## config.mk

```make
export PLATFORM = sky130hd
export DESIGN_NAME = clock_output_control
export DESIGN_NICKNAME = d
export VERILOG_FILES = /design/src/rtl/nco_toggle.v /design/src/rtl/clock_output_control.v
export VERILOG_INCLUDE_DIRS = /design/src /design/src/shared
export SDC_FILE = /design/constraint.sdc
export NUM_CORES = 1
export LEC_CHECK = 0
export ABC_AREA = 1
export BUFFER_PORTS_ARGS = -buffer_cell sky130_fd_sc_hd__buf_2
export CAP_MARGIN = 10
export CELL_PAD_IN_SITES_DETAIL_PLACEMENT = 0
export CELL_PAD_IN_SITES_GLOBAL_PLACEMENT = 2
export CORE_MARGIN = 2
export CORE_UTILIZATION = 38
export CTS_BUF_LIST = sky130_fd_sc_hd__clkbuf_8
export CTS_CLUSTER_DIAMETER = 150
export DETAILED_ROUTE_END_ITERATION = 6
export MAX_ROUTING_LAYER = met4
export PLACE_DENSITY_LB_ADDON = 0.2
export SLEW_MARGIN = 10
export SYNTH_ARGS = -nofsm -noshare
export SYNTH_HDL_FRONTEND = slang
export SYNTH_SLANG_ARGS = --single-unit
```

## constraint.sdc

```tcl
create_clock -name MCLK -period 12.5 [get_ports MCLK]
set_clock_uncertainty 0.1 [all_clocks]
set_input_delay 1.25 -clock MCLK [delete_from_list [all_inputs] [get_ports MCLK]]
set_output_delay 1.25 -clock MCLK [all_outputs]
set_load 0.005 [all_outputs]
```

## src/shared/clkgen_regs.vh

```
// constants for the motherboard clock output control block
`ifndef CLKGEN_REGS_VH
`define CLKGEN_REGS_VH

`define CTRL_OFFSET          12'h000
`define STATUS_OFFSET        12'h004
`define CTRL_FREQ_SEL_BIT    0
`define STAT_FREQ_SEL_BIT    0
`define STAT_STRAP_DONE_BIT  1
`define STAT_USB_STRAP_BIT   2
`define STAT_PROC_RUN_BIT    3
`define STAT_BUS_RUN_BIT     4
`define STAT_PWR_RUN_BIT     5
`define STAT_SPREAD_BIT      6

`define NCO_W                24
`define INC_PROC_100         24'h800000
`define INC_PROC_66          24'h558106
`define INC_REF_14           24'h1253AF
`define INC_USB_48           24'h3D70A4

`define BUS_DIV_100          2'h3
`define BUS_DIV_66           2'h2
`define BUS_HIGH_100         2'h2
`define BUS_HIGH_66          2'h1

`define SPREAD_SHIFT         14
`define SPREAD_PEAK          8'h52
`define SPREAD_STEP_CYCLES   8'hFF

`define MCLK_PERIOD_NS       10
`define STRAP_WAIT_MS        2
`define STRAP_WAIT_CYCLES    ((`STRAP_WAIT_MS * 1000000) / `MCLK_PERIOD_NS)

`endif

```

## src/rtl/nco_toggle.v

```verilog
// phase accumulator that toggles a clock on every carry
`timescale 1ns/1ps
`default_nettype none
`include "clkgen_regs.vh"

module nco_toggle (
  input  wire              clk,
  input  wire              rst_n,
  input  wire [`NCO_W-1:0] inc,
  output reg               clk_q,
  output reg               rise_q,
  output reg               fall_q
);

  reg  [`NCO_W-1:0] acc_q;
  wire [`NCO_W:0]   sum_d;

  assign sum_d = {1'b0, acc_q} + {1'b0, inc};

  always @(posedge clk or negedge rst_n) begin
    if (!rst_n) begin
      acc_q  <= {`NCO_W{1'b0}};
      clk_q  <= 1'b0;
      rise_q <= 1'b0;
      fall_q <= 1'b0;
    end else begin
      acc_q  <= sum_d[`NCO_W-1:0];
      rise_q <= sum_d[`NCO_W] & ~clk_q;
      fall_q <= sum_d[`NCO_W] & clk_q;
      if (sum_d[`NCO_W]) begin
        clk_q <= ~clk_q;
      end
    end
  end

endmodule // nco_toggle

`default_nettype wire

```

## src/rtl/clock_output_control.v

```verilog
// output gating, selection and strap logic of the motherboard clock synthesizer
//
// Local design decisions: register access over APB and the register offsets.
`timescale 1ns/1ps
`default_nettype none
`include "clkgen_regs.vh"

// Behaviour
// - processor stop low: finish the cycle, hold four processor clocks low after 2-3 clocks
// - processor stop high: restart with a full cycle after 2-3 processor clocks
// - seven gated bus clocks run while bus stop is high, sit at 0 when low
// - bus stop sampled on free bus clock rise, applied from the next cycle
// - free-running bus clock keeps toggling regardless of bus stop
// - spread enable low adds plus or minus one half percent centre spread
// - frequency select picks default 66.8/33.4 MHz (low) or 100/33.3 MHz (high)
// - strap level latched at power-on, then the pin becomes a reference clock
// - selectable output gives 24 MHz for strap high, 48 MHz for strap low
// - both interrupt-controller clocks fixed at 14.318 MHz, stopped only by power-down
// - two reference outputs are fixed 14.318 MHz copies of the reference
// - a dedicated 48 MHz output independent of strap and frequency select
// - eight bus clocks derived from the processor clock, phase-synchronous with it
// - power-down low stops all outputs low, after a full cycle except a 24 MHz selectable output, which can stop mid-high; resumes promptly
// - strap pin three-stated for 2 ms, then latched and enabled as output
module clock_output_control #(
  parameter STRAP_WAIT = `STRAP_WAIT_CYCLES
) (
  input  wire        MCLK,
  input  wire        RST_B,
  input  wire        PSEL,
  input  wire        PENABLE,
  input  wire        PWRITE,
  input  wire [11:0] PADDR,
  input  wire [31:0] PWDATA,
  output wire [31:0] PRDATA,
  output wire        PREADY,
  output wire        PSLVERR,
  input  wire        PROC_STOP_N,
  input  wire        BUS_STOP_N,
  input  wire        SPREAD_N,
  input  wire        PROC_FREQ_SELECT,
  input  wire        POWER_DOWN_N,
  input  wire        REF_STRAP_PIN_I,
  output wire        REF_STRAP_PIN_O,
  output wire        REF_STRAP_PIN_OE,
  output wire [3:0]  PROC_CLK_OUT,
  output wire        BUS_CLK_FREE_OUT,
  output wire [6:0]  BUS_CLK_GATED_OUT,
  output wire [1:0]  INTC_CLK_OUT,
  output wire [1:0]  REF_CLK_OUT,
  output wire        FIXED_USB_CLK_OUT,
  output wire        SELECTABLE_USB_CLK_OUT
);

  reg         rst_s1_q;
  reg         rst_s2_q;
  wire        rst_n;
  reg  [4:0]  in_s1_q;
  reg  [4:0]  in_s2_q;
  wire        stop_proc_s;
  wire        stop_bus_s;
  wire        spread_s;
  wire        pwr_s;
  wire        freq_pin_s;
  reg         freq_sel_q;
  reg         freq_init_q;
  reg  [7:0]  tri_q;
  reg         tri_up_q;
  reg  [7:0]  tri_div_q;
  wire [`NCO_W-1:0] proc_base;
  wire [31:0] spread_ofs;
  wire [31:0] proc_inc_wide;
  wire [`NCO_W-1:0] proc_inc;
  wire        proc_clk;
  wire        proc_rise;
  wire        proc_fall;
  wire        ref_clk;
  wire        ref_rise;
  wire        ref_fall;
  wire        usb_clk;
  wire        usb_rise;
  wire        usb_fall;
  reg  [1:0]  bus_cnt_q;
  reg         bus_clk_q;
  wire [1:0]  bus_div;
  wire [1:0]  bus_high;
  wire [1:0]  bus_cnt_d;
  wire        bus_clk_d;
  reg  [1:0]  proc_pipe_q;
  reg         proc_en_q;
  reg         bus_smp_q;
  reg         bus_en_q;
  reg         bus_free_en_q;
  reg         ref_en_q;
  reg         usb_en_q;
  reg         half_usb_q;
  reg  [17:0] strap_cnt_q;
  reg         strap_done_q;
  reg         usb_strap_q;
  reg         proc_out_q;
  reg         bus_free_out_q;
  reg         bus_gated_out_q;
  reg         ref_out_q;
  reg         usb_out_q;
  reg         sel_usb_out_q;
  wire        apb_wr;
  wire        hit_ctrl;
  wire        hit_stat;
  wire [31:0] status_word;

  // reset release through two flops
  always @(posedge MCLK or negedge RST_B) begin
    if (!RST_B) begin
      rst_s1_q <= 1'b0;
      rst_s2_q <= 1'b0;
    end else begin
      rst_s1_q <= 1'b1;
      rst_s2_q <= rst_s1_q;
    end
  end
  assign rst_n = rst_s2_q;

  // control pins come from another part; two flops before any use
  always @(posedge MCLK or negedge rst_n) begin
    if (!rst_n) begin
      in_s1_q <= 5'h1F;
      in_s2_q <= 5'h1F;
    end else begin
      in_s1_q <= {PROC_STOP_N, BUS_STOP_N, SPREAD_N, POWER_DOWN_N, PROC_FREQ_SELECT};
      in_s2_q <= in_s1_q;
    end
  end
  assign stop_proc_s = ~in_s2_q[4];
  assign stop_bus_s  = ~in_s2_q[3];
  assign spread_s    = ~in_s2_q[2];
  assign pwr_s       = in_s2_q[1];
  assign freq_pin_s  = in_s2_q[0];

  // power-up default, taken once the pin synchroniser holds the real level, not its reset 1
  always @(posedge MCLK or negedge rst_n) begin
    if (!rst_n) begin
      freq_sel_q  <= 1'b0;
      freq_init_q <= 1'b0;
    end else if (!freq_init_q && (strap_done_q || strap_cnt_q == 18'h00002)) begin
      freq_sel_q  <= freq_pin_s;
      freq_init_q <= 1'b1;
    end else if (apb_wr && hit_ctrl) begin
      freq_sel_q  <= PWDATA[`CTRL_FREQ_SEL_BIT];
    end
  end

  // triangle modulation profile for the centre spread
  always @(posedge MCLK or negedge rst_n) begin
    if (!rst_n) begin
      tri_q     <= 8'h00;
      tri_up_q  <= 1'b1;
      tri_div_q <= 8'h00;
    end else if (!spread_s) begin
      tri_q     <= 8'h00;
      tri_up_q  <= 1'b1;
      tri_div_q <= 8'h00;
    end else if (tri_div_q == `SPREAD_STEP_CYCLES) begin
      tri_div_q <= 8'h00;
      if (tri_up_q) begin
        tri_q    <= tri_q + 8'h01;
        tri_up_q <= ~($signed(tri_q) == $signed(`SPREAD_PEAK - 8'h01));
      end else begin
        tri_q    <= tri_q - 8'h01;
        tri_up_q <= ($signed(tri_q) == -$signed(`SPREAD_PEAK - 8'h01));
      end
    end else begin
      tri_div_q <= tri_div_q + 8'h01;
    end
  end

  assign proc_base     = freq_sel_q ? `INC_PROC_100 : `INC_PROC_66;
  // offset is base/16384 per step, peak 82 steps, close to half a percent
  assign spread_ofs    = $signed({8'h00, proc_base >> `SPREAD_SHIFT}) *
                         $signed({{24{tri_q[7]}}, tri_q});
  assign proc_inc_wide = {8'h00, proc_base} + spread_ofs;
  assign proc_inc      = proc_inc_wide[`NCO_W-1:0];

  nco_toggle u_proc (
    .clk    (MCLK),
    .rst_n  (rst_n),
    .inc    (proc_inc),
    .clk_q  (proc_clk),
    .rise_q (proc_rise),
    .fall_q (proc_fall)
  );

  nco_toggle u_ref (
    .clk    (MCLK),
    .rst_n  (rst_n),
    .inc    (`INC_REF_14),
    .clk_q  (ref_clk),
    .rise_q (ref_rise),
    .fall_q (ref_fall)
  );

  nco_toggle u_usb (
    .clk    (MCLK),
    .rst_n  (rst_n),
    .inc    (`INC_USB_48),
    .clk_q  (usb_clk),
    .rise_q (usb_rise),
    .fall_q (usb_fall)
  );

  // bus clock counts processor rising edges, so it inherits the spread too
  assign bus_div   = freq_sel_q ? `BUS_DIV_100 : `BUS_DIV_66;
  assign bus_high  = freq_sel_q ? `BUS_HIGH_100 : `BUS_HIGH_66;
  assign bus_cnt_d = (bus_cnt_q >= bus_div - 2'h1) ? 2'h0 : bus_cnt_q + 2'h1;
  assign bus_clk_d = (bus_cnt_d < bus_high);

  always @(posedge MCLK or negedge rst_n) begin
    if (!rst_n) begin
      bus_cnt_q <= 2'h0;
      bus_clk_q <= 1'b0;
    end else if (proc_rise) begin
      bus_cnt_q <= bus_cnt_d;
      bus_clk_q <= bus_clk_d;
    end
  end

  // half-rate usb clock for the strap-selected output
  always @(posedge MCLK or negedge rst_n) begin
    if (!rst_n) begin
      half_usb_q <= 1'b0;
    end else if (usb_rise) begin
      half_usb_q <= ~half_usb_q;
    end
  end

  // processor stop: two rising edges of pipeline, enable changes only while low
  always @(posedge MCLK or negedge rst_n) begin
    if (!rst_n) begin
      proc_pipe_q <= 2'b11;
      proc_en_q   <= 1'b1;
    end else begin
      if (proc_rise) begin
        proc_pipe_q <= {proc_pipe_q[0], ~stop_proc_s & pwr_s};
      end
      if (proc_fall) begin
        proc_en_q <= proc_pipe_q[1];
      end
    end
  end

  // bus stop: sampled on the free clock rise, applied at its falling edge
  always @(posedge MCLK or negedge rst_n) begin
    if (!rst_n) begin
      bus_smp_q     <= 1'b1;
      bus_en_q      <= 1'b1;
      bus_free_en_q <= 1'b1;
    end else if (proc_rise && bus_clk_q && !bus_clk_d) begin
      bus_en_q      <= bus_smp_q & pwr_s;
      bus_free_en_q <= pwr_s;
    end else if (proc_rise && !bus_clk_q && bus_clk_d) begin
      bus_smp_q     <= ~stop_bus_s;
    end
  end

  // fixed-rate outputs only stop in power-down, after a low edge except the 24 MHz selectable output, which can stop mid-high
  always @(posedge MCLK or negedge rst_n) begin
    if (!rst_n) begin
      ref_en_q <= 1'b1;
      usb_en_q <= 1'b1;
    end else begin
      if (ref_fall) begin
        ref_en_q <= pwr_s;
      end
      if (usb_fall) begin
        usb_en_q <= pwr_s;
      end
    end
  end

  // strap window: pin released, then level latched and the driver turned on
  always @(posedge MCLK or negedge rst_n) begin
    if (!rst_n) begin
      strap_cnt_q  <= 18'h00000;
      strap_done_q <= 1'b0;
      usb_strap_q  <= 1'b1;
    end else if (!strap_done_q) begin
      if (strap_cnt_q == STRAP_WAIT[17:0] - 18'h00001) begin
        strap_done_q <= 1'b1;
        usb_strap_q  <= REF_STRAP_PIN_I;
      end else begin
        strap_cnt_q  <= strap_cnt_q + 18'h00001;
      end
    end
  end

  // output flops keep the pins glitch-free
  always @(posedge MCLK or negedge rst_n) begin
    if (!rst_n) begin
      proc_out_q      <= 1'b0;
      bus_free_out_q  <= 1'b0;
      bus_gated_out_q <= 1'b0;
      ref_out_q       <= 1'b0;
      usb_out_q       <= 1'b0;
      sel_usb_out_q   <= 1'b0;
    end else begin
      proc_out_q      <= proc_clk & proc_en_q;
      bus_free_out_q  <= bus_clk_q & bus_free_en_q;
      bus_gated_out_q <= bus_clk_q & bus_en_q;
      ref_out_q       <= ref_clk & ref_en_q;
      usb_out_q       <= usb_clk & usb_en_q;
      sel_usb_out_q   <= (usb_strap_q ? half_usb_q : usb_clk) & usb_en_q;
    end
  end

  genvar gi;
  generate
    for (gi = 0; gi < 7; gi = gi + 1) begin : g_out
      if (gi < 4) begin : g_proc
        assign PROC_CLK_OUT[gi] = proc_out_q;
      end
      if (gi < 2) begin : g_fixed
        assign INTC_CLK_OUT[gi] = ref_out_q;
        assign REF_CLK_OUT[gi]  = ref_out_q;
      end
      assign BUS_CLK_GATED_OUT[gi] = bus_gated_out_q;
    end
  endgenerate

  assign BUS_CLK_FREE_OUT       = bus_free_out_q;
  assign FIXED_USB_CLK_OUT      = usb_out_q;
  assign SELECTABLE_USB_CLK_OUT = sel_usb_out_q;
  assign REF_STRAP_PIN_O        = ref_out_q & strap_done_q;
  assign REF_STRAP_PIN_OE       = strap_done_q;

  // zero-wait apb slave; unmapped or misdirected accesses flag an error
  assign apb_wr   = PSEL & PENABLE & PWRITE;
  assign hit_ctrl = (PADDR == `CTRL_OFFSET);
  assign hit_stat = (PADDR == `STATUS_OFFSET);

  assign status_word = {25'h0000000, spread_s, pwr_s, bus_en_q, proc_en_q,
                        usb_strap_q, strap_done_q, freq_sel_q};

  assign PREADY  = 1'b1;
  assign PSLVERR = PSEL & PENABLE & ~(hit_ctrl | (hit_stat & ~PWRITE));
  assign PRDATA  = (PSEL & ~PWRITE & hit_ctrl) ? {31'h00000000, freq_sel_q} :
                   (PSEL & ~PWRITE & hit_stat) ? status_word : 32'h00000000;

endmodule // clock_output_control

`default_nettype wire

```

# Yosys cells after proc, flatten, opt, wreduce, memory -nomap -nowiden

Index checks and enable logic that the tools add are counted.

Add/subtract/negate cells: 10
$mul: 1
Order comparisons: 2
Equal/unequal tests: 6
Muxes and demuxes: 19
Bitwise operators: 33
Reduce and logical (&&, ||, !) cells: 16

Operators with widths:

| operator                                                               | count |
|---|---|
| 8-bit 2-to-1 mux                                                       | 5 |
| 24-bit by 21-bit adder with 25-bit output, second input constant       | 1 |
| 24-bit by 22-bit adder with 25-bit output, second input constant       | 1 |
| 24-bit by 24-bit adder with 25-bit output                              | 1 |
| 24-bit by 19-bit adder with 24-bit output                              | 1 |
| 8-bit equality test, second input constant                             | 3 |
| 24-bit 2-to-1 mux                                                      | 1 |
| 1-bit bitwise AND                                                      | 21 |
| 11-bit by 8-bit multiplier with 19-bit output                          | 1 |
| 18-bit by 1-bit adder with 18-bit output, second input constant        | 1 |
| 18-bit equality test, second input constant                            | 1 |
| 18-bit by 2-bit equality test with 1-bit output, second input constant | 1 |
| 8-bit by 1-bit adder with 8-bit output, second input constant          | 2 |
| 7-bit 2-to-1 mux                                                       | 2 |
| 12-bit by 3-bit equality test with 1-bit output, second input constant | 1 |
| 12-bit logical NOT                                                     | 1 |
| 1-bit inverter                                                         | 11 |
| 1-bit 2-to-1 mux                                                       | 9 |
| 8-bit by 1-bit subtractor with 8-bit output, second input constant     | 1 |
| 1-bit logical AND                                                      | 6 |
| 2-bit AND reduction                                                    | 3 |
| 2-bit 2-to-1 mux                                                       | 2 |
| 2-bit nonzero test                                                     | 2 |
| 1-bit logical NOT                                                      | 3 |
| other kinds (6)                                                        | 6 |

Register bits: 149
Bits of input ports: 55
Output and inout bits: 54
Logic and storage cells: 126

# Longest topological paths before layout

Gate-level depths: netlist of the first run.

Depth in word-level cells: 9
Gate-level depth with buffers: 35
Gate-level depth less buffers: 35

# Modules after synthesis

Synthesis of the first run repeated with hierarchy kept, for this count alone.

Cell total of the unflattened synthesis: 2044
Area total of the unflattened synthesis: 13763.2 µm²

By module, submodules not included:

| module                  | times used | cells each | area an instance (µm²) | seq. area each (µm²) |
|---|---|---|---|---|
| clock_output_control    | 1          | 810        | 6168.4                 | 1751.7 |
| nco_toggle (u_proc ...) | 2          | 409        | 2536.2                 | 675.6 |
| nco_toggle (u_usb)      | 1          | 416        | 2522.4                 | 675.6 |

# Worst setup path before layout of the first run

Ideal clock, no wire load.

Path kind: register -> register
Start point: reg freq_sel_q
End point: reg u_proc.acc_q[18]
Setup time: 0.117 ns
Arrival time: 5.238 ns
Data required time: 12.283 ns
Slack: 7.046 ns
Stages on the path, launching flop included: 27
Buffers on the path: 2
Clock period less this slack: 5.454 ns
Path through: dfrtp_1 -> clkbuf_1 -> clkbuf_1 -> nor2_1 -> ha_1 -> inv_1 -> fa_1 -> inv_1 -> fa_1 -> inv_1 -> fa_1 -> inv_1 -> ha_1 -> nand2_1 -> inv_1 -> nand2_1 -> nand2_1 -> or2_2 -> xor2_1 -> ha_1 -> nand2_1 -> nor2_1 -> nand2_1 -> nand3b_1 -> nand2_1 -> nand3_1 -> nand2_1

Cells in the longest elaborated chain, start to end: 4

Ends and longest elaborated chain:

| what                                          | RTL line                   | source |
|---|---|---|
| start, declared                               | clock_output_control.v:64  | `reg freq_sel_q;` |
| start signal, assigned                        | clock_output_control.v:144 | `freq_sel_q <= freq_pin_s;` |
| start signal, assigned                        | clock_output_control.v:147 | `` freq_sel_q <= PWDATA[`CTRL_FREQ_SEL_BIT]; `` |
| 24-bit 2-to-1 mux (no source line) (*)        | -                          |  |
| 11-bit by 8-bit multiplier with 19-bit output | clock_output_control.v:177 | `` assign spread_ofs = $signed({8'h00, proc_base >> `SPREAD_SHIFT}) * `` |
| 24-bit by 19-bit adder with 24-bit output (*) | clock_output_control.v:179 | `assign proc_inc_wide = {8'h00, proc_base} + spread_ofs;` |
| 24-bit by 24-bit adder with 25-bit output (*) | nco_toggle.v:18            | `assign sum_d = {1'b0, acc_q} + {1'b0, inc};` |
| named net u_proc.sum_d[18]                    | nco_toggle.v:16            | `` wire [`NCO_W:0] sum_d; `` |
| end signal, assigned                          | nco_toggle.v:22            | `` acc_q <= {`NCO_W{1'b0}}; `` |
| end signal, assigned                          | nco_toggle.v:27            | `` acc_q <= sum_d[`NCO_W-1:0]; `` |
| end, declared                                 | nco_toggle.v:15            | `` reg [`NCO_W-1:0] acc_q; `` |

Mark *: on every way through the listed nets, which the timed path passes. The rest lies on a longest branch.
A chain may end at the register's enable or synchronous reset.

# Worst setup path in the final report of the first run

Start point: reg freq_sel_q
End point: reg u_proc.rise_q

Cells in the longest elaborated chain, start to end: 5

Ends and longest elaborated chain:

| what                                          | RTL line                   | source |
|---|---|---|
| 24-bit 2-to-1 mux (no source line) (*)        | -                          |  |
| 11-bit by 8-bit multiplier with 19-bit output | clock_output_control.v:177 |  |
| 24-bit by 19-bit adder with 24-bit output (*) | clock_output_control.v:179 |  |
| 24-bit by 24-bit adder with 25-bit output (*) | nco_toggle.v:18            |  |
| 1-bit bitwise AND (*)                         | nco_toggle.v:28            | `` rise_q <= sum_d[`NCO_W] & ~clk_q; `` |
| end signal, assigned                          | nco_toggle.v:28            |  |
| end, declared                                 | nco_toggle.v:11            | `output reg rise_q,` |

Every way passes the cells marked *; elsewhere a longest branch is shown, timed or not.

==> metrics.txt, run 1 <==
Worst Path Class, Setup reg2reg; GRT Total Usage 0.182; Critical Path Start Type flip-flop; largest net degree at the start of global routing just under 70; slowest stage delay, CP between 500 and 600 ps; run status completed; antenna violations before repair 0; FF+latch count, synth roughly 150; Post-CTS Hold Buffers 0; crit share post-route 0.502; total gr overflow 0; sw frac 0.366; post-DR wirelength/cell ~13 um; share of cells above drive strength 1 0.0757; ANT nets after route 0; Pins Over Slew Limit 0; Avg Vias per Cell approximately 4.6; Critical Path Fanout Max 14; Setup crit end u_proc.rise_q$_DFF_PN0_; Slew @ Worst Pin around 850 ps; Final Critical Period approximately 6300 ps; Peak Freq about 0.16 GHz; critical path depth 29; WP buf/inv 6; Cells after Synth about 1600; reg2reg end u_proc.rise_q$_DFF_PN0_; Initial Utilization 0.384; crit end category flip-flop; Synth area leaders dfrtp_1 28%, nand2_1 15%, ha_1 9.9%, inv_1 9.2%, nand3_1 5.1%; worst-skew pair later-pin latency ~460 ps; Worst Setup SP freq_sel_q$_DFFE_PN0P_; Synth Warn # 0; Leakage a little under 7 nW; first-pass GRT wire length 44400 um; Detailed Routing Iterations Pass 1 5; DRT iter0 DRCs between 500 and 600; Cell Pwr Density about 110 nW/um^2; Slew headroom 0.436; Reg2Reg Setup Slack 6220 ps; Worst-path clk slew around 90 ps; largest area contributor in the netlist dfrtp_1; Detail Placement HPWL between 20000 and 25000 um; via count between 9000 and 10000; most frequent cell on the critical path nand2_1; n_diodes 0; DRC viols 0; Required @ worst endpoint around 13000 ps; setup_tns 0 ps; R2R cell count 29; Synth Cell Area 11300 sq um; full die area between 30000 and 40000 sq um; Avg Inst Size Synth just over 7 sq um; TritonCTS clock tree yes; register area share after synthesis 0.325; Layout Area Growth over Synthesis 7.71%; clk buf depth 2; HP Class reg2async; Fillers between 3000 and 4000; Hold Fails Final Rpt 0; RSZ-0062 raised after global routing false; Total Routed Length approximately 26000 um; Rows 63; Worst path slowest cell dfrtp_1; leading cell types by count after synthesis 446 x nand2_1, 278 x inv_1, 148 x nor2_1; CTS root buffer clkbuf_8; Resized cells post-CTS 0; final number of setup-violating endpoints 0; CORE AREA between 20000 and 30000 sq um; Nets approximately 1800; Yosys cell types 41; vias in the first global route about 9100; clk sinks 146; worst vdd ir roughly 55 uV; RePlAce Congestion ~0.80; worst hold margin 175 ps; CTS H-tree depth 4; count leader, synth nand2_1; port bufs just over 50; Async S/R FF share, synth 1.00; combinational share of power 0.267; Int Pwr ~810 uW; P_sw about 470 uW; TritonCTS buffer count 17; I/O pin cnt between 100 and 150; Clk network pwr share 0.283; register share of total power 0.450; worst path arrival time 6510 ps; Die Wd ~180 um; ys flop type dfrtp_1; die height 177 um; number of setup buffers added after CTS 0; post-synth top area share 0.278; Register Area between 3000 and 4000 sq um; area of the multi-input gates roughly 6300 sq um; Post-synth EDFFs 0; reg-to-reg startpoint freq_sel_q$_DFFE_PN0P_; CP delay by family, top adder cells; # Max-Cap Violations 0
cell type report:
type | instances | share of cell area
Multi-Input combinational cell | 1127 | 0.519
Timing Repair Buffer | 54 | 0.0228
Clock buffer | 17 | 0.0192
Inverter | 279 | 0.0861
Tap cell | 390 | 0.0400
Sequential cell | 146 | 0.302
Clock inverter | 15 | 0.0108
placed cells by master (no fill, tap or decap), types with 20 or more instances in the layout:
cell / count
nand2_1: 446
inv_1: 278
nor2_1: 148
dfrtp_1: 125
nand3_1: 115
ha_1: 90
a21oi_1: 59
xor2_1: 52
buf_2: 51
o21ai_0: 42
conb_1: 28
nor3_1: 26
nand4_1: 26
fa_1: 26
dfstp_2: 20
logic make-up (layout without fill, tap and decap cells):
family / count (synthesis) / in the layout / share of synthesized area
simple gates: 784 / 784 / 0.288
buf+inv: 329 / 365 / 0.124
flops: 146 / 146 / 0.325
compound gates: 128 / 128 / 0.0618
fa+ha+maj: 116 / 116 / 0.145
xor+xnor: 71 / 71 / 0.0549
other cells: 2 / 28 / 0.000663
worst min path at each step:
stage	from	end	slack [ps]	depth (start not counted)
floorplan	rst_s1_q$_DFF_PN0_	rst_n$_DFF_PN0_	230	0
global placement	rst_n$_DFF_PN0_	proc_out_q$_DFF_PN0_	170	0
detailed placement	rst_n$_DFF_PN0_	strap_cnt_q[7]$_DFFE_PN0P_	180	0
CTS	rst_n$_DFF_PN0_	strap_cnt_q[14]$_DFFE_PN0P_	200	0
global route	rst_n$_DFF_PN0_	strap_cnt_q[17]$_DFFE_PN0P_	210	0
finish	rst_n$_DFF_PN0_	strap_cnt_q[14]$_DFFE_PN0P_	170	0
power by group through the flow:
| stage | Sequential (mW) | Clock, mW | Combinational (mW) |
|---|---|---|---|
| final | 0.578 | 0.364 | 0.344 |
| after global routing | 0.587 | 0.403 | 0.404 |
| after CTS | 0.579 | 0.382 | 0.349 |
| after detailed placement | 0.589 | 0 | 0.347 |
| after global placement | 0.586 | 0 | 0.346 |
| after floorplan | 0.582 | 0 | 0.276 |
per-layer routing:
layer  track usage  up-vias  wire, um
met2         0.285       94     12100
li1              -     4965         -
met3        0.0258       14       552
met1         0.250     4272     13100
met5             -        -         0
met4        0.0437        0       267
worst reg2reg max path, delay by kind of cell, from the launching register on:
| family | cells | cell delay [ps] |
|---|---|---|
| compound gates | 3 | 900 |
| fa+ha+maj | 6 | 2140 |
| buf+inv | 6 | 400 |
| flops | 1 | 580 |
| simple gates | 14 | 2020 |
metrics by stage:
stage | power [mW] | area [sq um] | worst slack [ps] | utilization | std cells
4_1_cts | 1.31 | 12200 | 6160 | 0.414 | 2028
5_1_grt | 1.39 | 12200 | 5690 | 0.414 | 2028
3_5_place_dp | 0.936 | 11800 | 6210 | 0.401 | 1996
2_1_floorplan | 0.858 | 11400 | 7050 | - | 1602
6_report | 1.28 | 12200 | 6220 | 0.414 | 2028
3_3_place_gp | 0.933 | 11800 | 6170 | 0.401 | 1996
state kept, by name, summed over array words and instances, names as in the netlist, 2 cells and up:
| name | count |
|---|---|
| in_s2_q | 5 |
| proc_pipe_q | 2 |
| u_proc.acc_q | 23 |
| u_ref.acc_q | 24 |
| tri_q | 8 |
| in_s1_q | 5 |
| bus_cnt_q | 2 |
| strap_cnt_q | 18 |
| tri_div_q | 8 |
| u_usb.acc_q | 22 |
Note: power is estimated with default switching activity, not from simulation.
==> inputs of run 2 (changes only) <==
--- a/config.mk
+++ b/config.mk
@@ -12,7 +12,7 @@
 export CELL_PAD_IN_SITES_DETAIL_PLACEMENT = 0
 export CELL_PAD_IN_SITES_GLOBAL_PLACEMENT = 2
 export CORE_MARGIN = 2
-export CORE_UTILIZATION = 38
+export CORE_UTILIZATION = 32
 export CTS_BUF_LIST = sky130_fd_sc_hd__clkbuf_8
 export CTS_CLUSTER_DIAMETER = 150
 export DETAILED_ROUTE_END_ITERATION = 6
==> constraint.sdc (replaced) <==
create_clock -name MCLK -period 5.4 [get_ports MCLK]
set_clock_uncertainty 0.1 [all_clocks]
set_input_delay 0.54 -clock MCLK [delete_from_list [all_inputs] [get_ports MCLK]]
set_output_delay 0.54 -clock MCLK [all_outputs]
set_load 0.005 [all_outputs]
==> run 2 against run 1 <==
Highest routed layer unchanged. Critical path type unchanged. First-iteration DRC count is 0.57% higher. Via count is 4.5% higher. Non-clock buffer count is 85 higher. Sequential share of layout area is 2.8 points lower. Combinational power grew to 3.2 times the previous value. Sequential cell count stayed put.
==> metrics.txt, run 2 (synthesis results as in run 1) <==
Hold Fails Final Rpt 0; worst path arrival time 5440 ps; top flop regs u_ref.acc_q (24), u_proc.acc_q (23), u_usb.acc_q (22); RSZ-0062 raised after global routing true; crit share post-route 0.949; WP buf/inv 11; sw frac 0.348; run status completed; Pins Over Slew Limit 0; GRT Total Usage 0.169; CORE AREA 34700 sq um; CP delay by family, top adder cells; Largest register FFs 24; Detailed Routing Iterations Pass 1 5; full die area roughly 37000 sq um; Clk network pwr share 0.276; Slew headroom 0.390; Layout Area Growth over Synthesis 18.9%; total gr overflow 0; Peak Freq about 0.20 GHz; via count 9763; Critical Path Start Type flip-flop; slowest stage delay, CP ~520 ps; Nets between 1500 and 2000; largest net degree at the start of global routing 62; Leakage around 7.3 nW; DP Area between 10000 and 15000 sq um; most frequent cell on the critical path inv_1; RePlAce Congestion 0.804; register share of total power 0.402; # Max-Cap Violations 0; Final Critical Period approximately 5100 ps; DRC viols 0; TritonCTS buffer count 17; Fillers 3770; CTS H-tree depth 4; combinational share of power 0.322; Initial Utilization 0.326; Rows 68; Cell Pwr Density approximately 250 nW/um^2; port bufs 51; Required @ worst endpoint approximately 5700 ps; Int Pwr roughly 2.2 mW; Worst path slowest cell fa_1; ANT nets after route 0; DRT iter0 DRCs about 530; worst vdd ir ~150 uV; final core utilization 0.388; Die Wd roughly 190 um; CTS root buffer clkbuf_8; Largest Register u_ref.acc_q; post-DR wirelength/cell 13.1 um; die height 192 um; TritonCTS clock tree yes; worst-skew pair later-pin latency ~480 ps; Worst Path Class, Setup reg2reg; HP Class in2reg; Slew @ Worst Pin between 900 and 1000 ps; Register Area 3680 sq um; clk buf depth 2; most frequent cells in the layout 412 x nand2_1, 272 x inv_1, 129 x nor2_1, 123 x dfrtp_1, 111 x nand3_1; n_diodes 0; final number of setup-violating endpoints 0; antenna violations before repair 0; share of cells above drive strength 1 0.182; worst hold margin between 50 and 60 ps; first-pass GRT wire length around 48000 um; P_sw around 1.2 mW; post-layout instance area 13500 sq um; Tot Pwr 3.39 mW; Total Routed Length between 20000 and 30000 um; dpl cells approximately 2100; area of the multi-input gates 6830 sq um; Non-Filler Instances approximately 2200; Avg Vias per Cell 4.48; clk sinks about 150; I/O pin cnt roughly 110; Worst-path clk slew approximately 80 ps; crit end category flip-flop; Critical Path Fanout Max 6; Detail Placement HPWL ~23000 um; most common cell after layout, fill and taps aside nand2_1; vias in the first global route between 9000 and 10000
-- run 2: stage by stage --
step	setup slack [ps]	setup TNS, ps
after floorplan	33.0	0
after global placement	-289	-1280
after detailed placement	-285	-1250
after CTS	9.16	0
after global routing	-57.0	-232
final	275	0
-- run 2: worst paths after layout --
path / from / to / slack (ps) / cells after the start
min in group asynchronous: RST_B / rst_n$_DFF_PN0_ / 260 / 2
max reg2reg: freq_sel_q$_DFFE_PN0P_ / u_proc.acc_q[23]$_DFF_PN0_ / 280 / 29
min: BUS_STOP_N / in_s1_q[3]$_DFF_PN1_ / 50 / 1
min reg2reg: rst_s1_q$_DFF_PN0_ / rst_n$_DFF_PN0_ / 260 / 0
max: freq_sel_q$_DFFE_PN0P_ / u_proc.acc_q[23]$_DFF_PN0_ / 280 / 29
max in group asynchronous: rst_n$_DFF_PN0_ / u_usb.acc_q[4]$_DFF_PN0_ / 3610 / 1
-- run 2: power groups by stage --
| stage | clock network [mW] | logic [mW] | registers (mW) |
|---|---|---|---|
| after detailed placement | 0 | 0.940 | 1.37 |
| after floorplan | 0 | 0.638 | 1.35 |
| after global placement | 0 | 0.938 | 1.37 |
| after global routing | 1.02 | 1.26 | 1.39 |
| final | 0.937 | 1.09 | 1.36 |
| after CTS | 0.976 | 0.959 | 1.35 |
-- run 2: timing repair --
item                       CTS  global route
hold endpoints to repair     2             0
buffers inserted             0            11
gates resized for setup     14           110
hold buffers                 1             0
pin swaps                    2            32
setup endpoints to repair    9            17
-- run 2: area by class of cell --
cell class | count | area share
sequential | 146 | 0.274
clock inverter | 14 | 0.0122
multi-input combinational | 1127 | 0.507
timing repair buffer | 139 | 0.0685
inverter | 279 | 0.0779
clock buffer | 18 | 0.0184
tap | 455 | 0.0423
-- run 2: routing by layer --
layer / track usage / routed length, um / vias to the layer above
li1: - / - / 5103
met1: 0.226 / 14100 / 4551
met2: 0.269 / 13400 / 96
met3: 0.0214 / 690 / 13
met4: 0.0449 / 282 / 0
met5: - / 0 / -
-- run 2: worst register-to-register path, delay by kind of cell (launching register included) --
kind / cells / cell delay (ps)
adder cells (fa/ha/maj): 6 / 2380
AND/OR/NAND/NOR: 11 / 1030
buffers and inverters: 11 / 940
flip-flops: 1 / 470
XOR/XNOR: 1 / 140
